--- src/logic/pmbs_map.vh ---
/*
 Constants of the rectifier management slave: clock rate, timing figures,
 address fields, command codes and limits.
 Assumes inclusion by bare name from the logic/ folder.
*/
`ifndef PMBS_MAP_VH
`define PMBS_MAP_VH

`define PMBS_CLK_KHZ 40000
`define PMBS_STRETCH_MS 25
`define PMBS_IDLE_S 5

`define PMBS_ADDR_TGT 7:4
`define PMBS_ADDR_HW 3:1
`define PMBS_ADDR_RW 0
`define PMBS_TGT_CTRL 4'h8
`define PMBS_TGT_EEP 4'hA
`define PMBS_TGT_SEL 4'hE
`define PMBS_BCAST 8'h00

`define PMBS_CMD_OPER 8'h01
`define PMBS_CMD_CLEAR 8'h03
`define PMBS_CMD_VOUT 8'h21
`define PMBS_CMD_OVLIM 8'h40
`define PMBS_CMD_RDSTAT 8'hD0

`define PMBS_LEN_RD 3'h6
`define PMBS_LEN_BAD 3'h7

`define PMBS_VOUT_MIN 16'h41A0
`define PMBS_VOUT_MAX 16'h5AA0

`define PMBS_CRC_POLY 8'h07
`define PMBS_CRC_INIT 8'h00
`define PMBS_FILL 8'hFF

`endif

--- src/logic/pmbs_crc8.v ---
/*
 One byte step of the packet check: CRC-8, polynomial x^8+x^2+x+1, MSB first.
 Assumes the caller holds the running value and applies one byte per step.
*/
`timescale 1ns/1ps
`default_nettype none
`include "pmbs_map.vh"

module pmbs_crc8 (
   input wire [7:0] crc_in,
   input wire [7:0] data_in,
   output reg [7:0] crc_out
);
   reg [7:0] c;
   integer i;

   always @* begin
      c = crc_in ^ data_in;
      for (i = 0; i < 8; i = i + 1) begin
         if (c[7]) begin
            c = {c[6:0], 1'b0} ^ `PMBS_CRC_POLY;
         end else begin
            c = {c[6:0], 1'b0};
         end
      end
      crc_out = c;
   end
endmodule // pmbs_crc8

`default_nettype wire

--- src/logic/pmbs_tmr.v ---
/*
 Quiet-time counter: counts cycles while running, flags reaching LIMIT.
 Assumes clear or a stop of run_in restarts it from zero.
*/
`timescale 1ns/1ps
`default_nettype none

module pmbs_tmr #(
   parameter [27:0] LIMIT = 28'h00003E8
) (
   input wire clk_sys_in,
   input wire rstn_in,
   input wire clear_in,
   input wire run_in,
   output wire expired_out
);
   reg [27:0] cnt;

   always @(posedge clk_sys_in or negedge rstn_in) begin
      if (!rstn_in) begin
         cnt <= 28'h0000000;
      end else if (clear_in || !run_in) begin
         cnt <= 28'h0000000;
      end else if (cnt != LIMIT) begin
         cnt <= cnt + 28'h0000001;
      end
   end

   assign expired_out = (cnt == LIMIT);
endmodule // pmbs_tmr

`default_nettype wire

--- src/logic/pmbs_slave.v ---
/*
 Two-wire management slave of the rectifier controller: address decode,
 write commands with packet check, reads with clock stretching, alert.
 Assumes scl/sda inputs synchronous to clk_sys_in and wired-AND pins outside.
*/
`timescale 1ns/1ps
`default_nettype none
`include "pmbs_map.vh"

module pmbs_slave #(
   parameter [27:0] STRETCH_CYCLES = `PMBS_STRETCH_MS * `PMBS_CLK_KHZ,
   parameter [27:0] IDLE_CYCLES = `PMBS_IDLE_S * 1000 * `PMBS_CLK_KHZ
) (
   input wire clk_sys_in,
   input wire rstn_in,
   input wire scl_in,
   output wire scl_out,
   output reg scl_oe_out,
   input wire sda_in,
   output wire sda_out,
   output reg sda_oe_out,
   output wire alert_out,
   output reg alert_oe_out,
   input wire shelf_addr_bit_in,
   input wire slot_addr_bit_hi_in,
   input wire slot_addr_bit_lo_in,
   input wire [8:0] fault_in,
   input wire out_on_in,
   output wire rd_req_out,
   output wire [7:0] rd_cmd_out,
   input wire rd_valid_in,
   input wire [7:0] rd_byte_in,
   input wire rd_last_in,
   output reg cmd_valid_out,
   output wire [7:0] cmd_code_out,
   output wire [23:0] cmd_data_out,
   output reg status_read_done_out,
   output reg pec_err_out,
   output reg invalid_cmd_out,
   output reg data_err_out,
   output reg [1:0] peer_hit_out,
   output reg reinit_out
);
   localparam [5:0] ST_IDLE = 6'h01;
   localparam [5:0] ST_RX = 6'h02;
   localparam [5:0] ST_ACK = 6'h04;
   localparam [5:0] ST_PREP = 6'h08;
   localparam [5:0] ST_TX = 6'h10;
   localparam [5:0] ST_MACK = 6'h20;

   reg [5:0] state;
   reg scl_q;
   reg sda_q;
   reg [7:0] shift;
   reg [2:0] bitn;
   reg byte_full;
   reg first;
   reg in_msg;
   reg rd_mode;
   reg got_cmd;
   reg [7:0] cmd;
   reg [7:0] buf0;
   reg [7:0] buf1;
   reg [7:0] buf2;
   reg [2:0] wr_cnt;
   reg [7:0] crc;
   reg pec_due;
   reg pec_sent;
   reg mack;
   reg [8:0] fault_q;
   reg out_q;
   reg clr_d;

   // Output lengths of write commands; read-only and unknown codes marked
   function [2:0] cmd_len;
      input [7:0] c;
      begin
         case (c)
            `PMBS_CMD_OPER: cmd_len = 3'h1;
            `PMBS_CMD_CLEAR: cmd_len = 3'h0;
            `PMBS_CMD_VOUT: cmd_len = 3'h2;
            `PMBS_CMD_OVLIM: cmd_len = 3'h2;
            8'hD2, 8'hD3, 8'hD6, 8'hD7: cmd_len = 3'h0;
            8'hD8, 8'hD9, 8'hDA, 8'hE0, 8'hE2: cmd_len = 3'h0;
            8'hDF: cmd_len = 3'h3;
            `PMBS_CMD_RDSTAT, 8'hDC, 8'hDD, 8'hDE, 8'hE1: cmd_len = `PMBS_LEN_RD;
            default: cmd_len = `PMBS_LEN_BAD;
         endcase
      end
   endfunction

   // Pins only ever pull low
   assign scl_out = 1'b0;
   assign sda_out = 1'b0;
   assign alert_out = 1'b0;

   // Bus events from one-cycle-old samples; fast enough for both rates
   wire scl_rise = scl_in & ~scl_q;
   wire scl_fall = ~scl_in & scl_q;
   wire start_ev = scl_in & scl_q & sda_q & ~sda_in;
   wire stop_ev = scl_in & scl_q & ~sda_q & sda_in;
   wire activity = (scl_in ^ scl_q) | (sda_in ^ sda_q);

   wire [2:0] my_addr = {shelf_addr_bit_in, slot_addr_bit_hi_in, slot_addr_bit_lo_in};
   wire hw_hit = (shift[`PMBS_ADDR_HW] == my_addr);
   wire ctrl_hit = (shift[`PMBS_ADDR_TGT] == `PMBS_TGT_CTRL) & hw_hit;
   wire bc_hit = (shift == `PMBS_BCAST);
   wire is_read = shift[`PMBS_ADDR_RW];
   wire rx_done = (state == ST_RX) & scl_fall & byte_full;

   wire [2:0] len = cmd_len(cmd);
   wire len_known = (len != `PMBS_LEN_RD) & (len != `PMBS_LEN_BAD);
   wire len_ok = len_known & (wr_cnt == len + 3'h1);
   wire [15:0] vout = {buf1, buf0};
   wire vout_bad = (cmd == `PMBS_CMD_VOUT) & ((vout < `PMBS_VOUT_MIN) | (vout > `PMBS_VOUT_MAX));

   wire wr_end = stop_ev & in_msg & ~rd_mode & got_cmd;
   wire rd_ok = ctrl_hit & in_msg & got_cmd & (len == `PMBS_LEN_RD);
   wire rd_bad = rx_done & first & is_read & ctrl_hit & in_msg & got_cmd & ~rd_ok;
   wire inv_set = (wr_end & (len == `PMBS_LEN_BAD)) | rd_bad;
   wire pec_set = wr_end & len_ok & (crc != `PMBS_CRC_INIT);
   wire data_set = wr_end & len_ok & (crc == `PMBS_CRC_INIT) & vout_bad;
   // Running check over data plus received check byte is zero when intact
   wire exec = wr_end & len_ok & (crc == `PMBS_CRC_INIT) & ~vout_bad;
   wire clear_ev = exec & (cmd == `PMBS_CMD_CLEAR);

   wire stretch_exp;
   wire idle_exp;
   wire to_ev = (state == ST_PREP) & stretch_exp;
   wire [7:0] tx_byte = pec_sent ? `PMBS_FILL :
                        pec_due ? crc :
                        stretch_exp ? `PMBS_FILL : rd_byte_in;
   wire tx_ready = pec_due | pec_sent | rd_valid_in | stretch_exp;
   wire [7:0] crc_byte = (state == ST_PREP) ? tx_byte : shift;
   wire [7:0] crc_next;

   assign rd_req_out = (state == ST_PREP) & ~pec_due & ~pec_sent;
   assign rd_cmd_out = cmd;
   assign cmd_code_out = cmd;
   assign cmd_data_out = {buf2, buf1, buf0};

   pmbs_crc8 u_crc (
      .crc_in(crc),
      .data_in(crc_byte),
      .crc_out(crc_next)
   );

   // Stretch limit: the clock is let go however late the read data is
   pmbs_tmr #(.LIMIT(STRETCH_CYCLES)) u_stretch (
      .clk_sys_in(clk_sys_in),
      .rstn_in(rstn_in),
      .clear_in(1'b0),
      .run_in(state == ST_PREP),
      .expired_out(stretch_exp)
   );

   pmbs_tmr #(.LIMIT(IDLE_CYCLES)) u_idle (
      .clk_sys_in(clk_sys_in),
      .rstn_in(rstn_in),
      .clear_in(activity | idle_exp),
      .run_in(1'b1),
      .expired_out(idle_exp)
   );

   always @(posedge clk_sys_in or negedge rstn_in) begin
      if (!rstn_in) begin
         state <= ST_IDLE;
         scl_q <= 1'b1;
         sda_q <= 1'b1;
         shift <= 8'h00;
         bitn <= 3'h0;
         byte_full <= 1'b0;
         first <= 1'b0;
         in_msg <= 1'b0;
         rd_mode <= 1'b0;
         got_cmd <= 1'b0;
         cmd <= 8'h00;
         buf0 <= 8'h00;
         buf1 <= 8'h00;
         buf2 <= 8'h00;
         wr_cnt <= 3'h0;
         crc <= `PMBS_CRC_INIT;
         pec_due <= 1'b0;
         pec_sent <= 1'b0;
         mack <= 1'b0;
         sda_oe_out <= 1'b0;
         scl_oe_out <= 1'b0;
         peer_hit_out <= 2'h0;
         reinit_out <= 1'b0;
         status_read_done_out <= 1'b0;
         cmd_valid_out <= 1'b0;
      end else begin
         scl_q <= scl_in;
         sda_q <= sda_in;
         // Held one cycle past the load so data settles before release
         scl_oe_out <= (state == ST_PREP);
         reinit_out <= idle_exp;
         cmd_valid_out <= exec;
         status_read_done_out <= 1'b0;
         if (idle_exp) begin
            state <= ST_IDLE;
            in_msg <= 1'b0;
            sda_oe_out <= 1'b0;
            peer_hit_out <= 2'h0;
         end else if (start_ev) begin
            state <= ST_RX;
            bitn <= 3'h0;
            byte_full <= 1'b0;
            first <= 1'b1;
            rd_mode <= 1'b0;
            pec_due <= 1'b0;
            pec_sent <= 1'b0;
            sda_oe_out <= 1'b0;
            if (!in_msg) begin
               crc <= `PMBS_CRC_INIT;
               got_cmd <= 1'b0;
               wr_cnt <= 3'h0;
            end
         end else if (stop_ev) begin
            state <= ST_IDLE;
            in_msg <= 1'b0;
            sda_oe_out <= 1'b0;
            peer_hit_out <= 2'h0;
         end else begin
            case (state)
               ST_IDLE: begin
                  sda_oe_out <= 1'b0;
               end
               ST_RX: begin
                  if (scl_rise) begin
                     shift <= {shift[6:0], sda_in};
                     bitn <= bitn + 3'h1;
                     byte_full <= (bitn == 3'h7);
                  end else if (rx_done) begin
                     byte_full <= 1'b0;
                     first <= 1'b0;
                     if (first) begin
                        peer_hit_out <= {(shift[`PMBS_ADDR_TGT] == `PMBS_TGT_SEL) & hw_hit,
                                         (shift[`PMBS_ADDR_TGT] == `PMBS_TGT_EEP) & hw_hit};
                        if (is_read ? rd_ok : (ctrl_hit | bc_hit)) begin
                           crc <= crc_next;
                           rd_mode <= is_read;
                           in_msg <= 1'b1;
                           sda_oe_out <= 1'b1;
                           state <= ST_ACK;
                        end else begin
                           state <= ST_IDLE;
                        end
                     end else begin
                        crc <= crc_next;
                        if (!got_cmd) begin
                           cmd <= shift;
                           got_cmd <= 1'b1;
                        end else begin
                           if (wr_cnt == 3'h0) begin
                              buf0 <= shift;
                           end
                           if (wr_cnt == 3'h1) begin
                              buf1 <= shift;
                           end
                           if (wr_cnt == 3'h2 && len == 3'h3) begin
                              buf2 <= shift;
                           end
                           if (wr_cnt != 3'h7) begin
                              wr_cnt <= wr_cnt + 3'h1;
                           end
                        end
                        sda_oe_out <= 1'b1;
                        state <= ST_ACK;
                     end
                  end
               end
               ST_ACK: begin
                  if (scl_fall) begin
                     sda_oe_out <= 1'b0;
                     bitn <= 3'h0;
                     // Stretch begins only once the ninth bit is over
                     state <= rd_mode ? ST_PREP : ST_RX;
                  end
               end
               ST_PREP: begin
                  if (tx_ready) begin
                     shift <= tx_byte;
                     sda_oe_out <= ~tx_byte[7];
                     bitn <= 3'h0;
                     state <= ST_TX;
                     if (pec_due) begin
                        pec_due <= 1'b0;
                        pec_sent <= 1'b1;
                     end else if (!pec_sent) begin
                        crc <= crc_next;
                        pec_due <= stretch_exp | (rd_valid_in & rd_last_in);
                     end
                  end
               end
               ST_TX: begin
                  if (scl_fall) begin
                     if (bitn == 3'h7) begin
                        sda_oe_out <= 1'b0;
                        state <= ST_MACK;
                     end else begin
                        bitn <= bitn + 3'h1;
                        shift <= {shift[6:0], 1'b0};
                        sda_oe_out <= ~shift[6];
                     end
                  end
               end
               ST_MACK: begin
                  if (scl_rise) begin
                     mack <= ~sda_in;
                  end else if (scl_fall) begin
                     if (mack) begin
                        state <= ST_PREP;
                     end else begin
                        state <= ST_IDLE;
                        status_read_done_out <= pec_sent & (cmd == `PMBS_CMD_RDSTAT);
                     end
                  end
               end
               default: begin
                  state <= ST_IDLE;
                  sda_oe_out <= 1'b0;
               end
            endcase
         end
      end
   end

   // Sticky status flags and alert; a set always beats a clear
   wire alarm_now = |fault_in;
   wire alert_set = (|(fault_in ^ fault_q)) | pec_set | inv_set | data_set | to_ev | (clr_d & alarm_now);
   wire recycle = out_on_in & ~out_q;
   wire alert_rel = clear_ev | status_read_done_out | recycle;

   always @(posedge clk_sys_in or negedge rstn_in) begin
      if (!rstn_in) begin
         fault_q <= 9'h000;
         out_q <= 1'b0;
         clr_d <= 1'b0;
         alert_oe_out <= 1'b0;
         pec_err_out <= 1'b0;
         invalid_cmd_out <= 1'b0;
         data_err_out <= 1'b0;
      end else begin
         fault_q <= fault_in;
         out_q <= out_on_in;
         clr_d <= alert_rel;
         alert_oe_out <= alert_set | (alert_oe_out & ~alert_rel);
         pec_err_out <= pec_set | (pec_err_out & ~clear_ev);
         invalid_cmd_out <= inv_set | (invalid_cmd_out & ~clear_ev);
         data_err_out <= data_set | (data_err_out & ~clear_ev);
      end
   end
endmodule // pmbs_slave

`default_nettype wire

--- config.mk ---
export PLATFORM = sky130hd
export DESIGN_NAME = pmbs_slave
export DESIGN_NICKNAME = d
export VERILOG_FILES = /design/src/logic/pmbs_crc8.v /design/src/logic/pmbs_tmr.v /design/src/logic/pmbs_slave.v
export VERILOG_INCLUDE_DIRS = /design/src /design/src/logic
export SDC_FILE = /design/constraint.sdc
export NUM_CORES = 1
export LEC_CHECK = 0
export BUFFER_PORTS_ARGS = -buffer_cell sky130_fd_sc_hd__clkbuf_2
export CAP_MARGIN = 20
export CORE_MARGIN = 4
export CORE_UTILIZATION = 54
export DETAILED_ROUTE_END_ITERATION = 10
export PLACE_DENSITY = 0.8
export SYNTH_ARGS = -nofsm -noshare
export SYNTH_HDL_FRONTEND = slang
export SYNTH_SLANG_ARGS = --single-unit
--- constraint.sdc ---
create_clock -name clk_sys_in -period 7.3 [get_ports clk_sys_in]
set_clock_uncertainty 0.05 [all_clocks]
set_input_delay 0.73 -clock clk_sys_in [delete_from_list [all_inputs] [get_ports clk_sys_in]]
set_output_delay 0.73 -clock clk_sys_in [all_outputs]
set_load 0.005 [all_outputs]
==> results.yml <==
outcome:
  status: "finished clean"
synthesis:
  yosysMostFrequentCell: "dfrtp_1"
  yosys_most_used_dff: "dfrtp_1"
  yosys-top-cells-area: "dfrtp_1 (44%), mux2_2 (5.9%), xor2_1 (4.5%)"
  synth_top_family_by_area: "simple AND/OR/NAND/NOR gates"
  synthAdderAreaFrac_pct: 2.73
  avgSynthCellArea_sq_um: 9.84
  ys_seq_elements: 148
  synth-async-reset-ratio_pct: 100
  ys_warn_count: 0
  synth_cell_type_count: 83
  synth_xor_area_share_pct: 7.84
  netlist_top_cells_count: "dfrtp_1 (145), nor2_1 (89), nand2_1 (58), a21oi_1 (46), mux2_2 (43)"
  ys_seq_area_share_pct: 44.9
  synth_top_area_cell: "dfrtp_1"
  synth.area.mux_share_pct: 6.47
  synthCells: 840
  netlist_area_sq_um: 8260
  yosysTopAreaCellShare_pct: 43.9
  synth-edff-count: 0
  synth_compound_area_share_pct: 11.4
  synth-simple-area-share_pct: 22.4
global_routing:
  grt_pass1_wl_mm: 32.3
  grt_pass1_vias: 6373
  grt-ovfl-total: 0
  antenna_found_initial: 0
  grt_max_degree: 78
  grt_usage_pct: 22.5
placed_design:
  gp_congestion: 0.886
  dp_slack_ps: 3720
  place_area_sq_um: 8670
  io_buffer_count: 78
  hpwl_mm: 13.4
setup_path:
  r2r-start: "cmd_code_out[0]"
  r2r-end: "alert_oe_out"
  worstSetupPathType: "reg -> reg"
  startpoint_type: "flop"
  worst_setup_path_end_kind: "flop"
  rr_worst_depth: 11
  arrival_ps: 3830
  required_ps: 7560
  ff2ff_setup_slack_ps: 3730
  cp_max_fo: 11
sta:
  fin_tns_setup_ps: 0
  max_freq_ghz: 0.280
  slew_violations: 0
  fin_hold_ws_ps: 239
  timing.slew.headroom_pct: 28.3
  setup_viol: 0
  setup_ws_ps: 3730
  tightest_slew_ps: 1070
  fin_crit_sh_pct: 48.9
  min_period_ps: 3570
  rsz0062_at_grt: "no"
  finalHoldViolCount: 0
final_layout:
  area_delta_synth_final_pct: 12.2
  nFillCells: 1158
  drive_gt1_share_pct: 19.7
  fin_area_sq_um: 9270
  final_net_count: 946
  num_antenna_cells: 0
  finish.utilization_pct: 62.8
detailed_routing:
  via_per_inst: 6.02
  wl_per_cell_microns: 17.5
  drt_iter0_drc: 430
  drcViolationCount: 0
  via_count: 6613
  detail-route-antenna-nets: 0
  firstDrtPassIters: 6
  wl_mm: 19.2
die:
  boundaryPins: 82
  dieArea_sq_um: 17300
  start_util_pct: 56.0
  die_h_microns: 132
  rows: 44
  die_width_microns: 132
  core-area_sq_um: 14800
cts:
  cts_sinks: 148
  cts.path.max_buffers: 2
  cts_hold_buf: 0
  cts-root-buf: "clkbuf_16"
  cts-htree-levels: 4
  post_cts_buffers: 0
  clkLatencyLatePin_ps: 430
  cts_buffers: 17
  cts_tree: "done"
  postCtsResizedCells: 0
  clk_pin_slew_ps: 70
power:
  p_per_area_nw_per_um2: 244
  vdd_drop_max_mv: 0.156
  leakage_nw: 4.25
run:
  maxCapViolations: 0
min_path:
  hold_path_class: "in -> async"
flip-flops by register name (all words and copies together), names as in the netlist, 2 cells and up:
name,cells
bitn,3
buf0,8
buf1,8
buf2,8
cmd_code_out,8
crc,8
fault_q,9
peer_hit_out,2
shift,8
state,6
u_idle.cnt,28
u_stretch.cnt,28
wr_cnt,3
cells in the final DEF, fill, tap and decap left out, types with 5 or more instances in the layout:
cell type / instances
inv_8: 5
a22o_1: 7
nor4b_1: 7
xnor2_1: 32
nor4_1: 17
nor2_1: 89
a21oi_1: 46
nand2b_1: 8
clkbuf_16: 17
clkbuf_2: 77
nand4_1: 13
nand3_1: 32
xor2_1: 42
nor2b_1: 8
or3_1: 8
mux2_2: 43
o21ai_0: 27
nor3b_1: 5
ha_1: 18
inv_1: 28
and3_1: 20
clkinv_8: 5
dfrtp_1: 145
nand3b_1: 13
nand2_1: 58
mux2i_1: 5
o211ai_1: 5
o31ai_1: 14
nor3_1: 21
power by group:
part | internal [mW] | leakage [nW] | switching, mW
registers | 0.873 | 1.98 | 0.0886
clock network | 0.463 | 0.292 | 0.408
logic | 0.192 | 1.98 | 0.235
total | 1.53 | 4.25 | 0.732
routing by layer:
layer	global-route usage, %	vias to the layer above	share of wire, %
met5	0	-	0
met4	9.57	0	3.1
met3	4.55	49	6.6
met2	36.4	251	47
met1	29.7	3187	44
li1	-	3126	-
how the worst max path moves through the flow:
stage | from | end | slack [ps]
2_1_floorplan | cmd_code_out[6] | alert_oe_out | 4080
3_3_place_gp | scl_in | buf2[3] | 3840
3_5_place_dp | scl_in | buf2[5] | 3720
4_1_cts | cmd_code_out[0] | alert_oe_out | 3760
5_1_grt | cmd_code_out[0] | alert_oe_out | 3360
6_report | cmd_code_out[0] | alert_oe_out | 3730
cell families after synthesis:
logic type,Yosys count
compound gates,143
xor+xnor,74
fa+ha+maj,18
buf+inv,69
flops,148
mux,48
other cells,1
simple gates,339
layout make-up:
type	instances	area (sq um)	area share [%]
clock buffer	17	425	4.59
clock inverter	15	180	1.94
inverter	28	105	1.13
multi-input combinational	625	4210	45.4
sequential	148	3710	40.0
tap	184	230	2.48
timing repair buffer	81	419	4.52
critical path, stage by stage (launching register included):
cell	delay (ps)
dfrtp_1	520
and4b_1	240
o21a_1	180
or4_1	560
o22ai_1	340
ha_1	240
ha_1	240
xor2_1	140
nor4_1	170
nand3_1	260
o31ai_1	390
o211ai_1	120
per-stage QoR:
stage	total power, mW	cells
after detailed placement	1.40	1066
after global routing	2.37	1098
after global placement	1.38	1066
after CTS	2.27	1098
after floorplan	1.28	842
final	2.26	1098
Power figures use the tool's default switching activity.
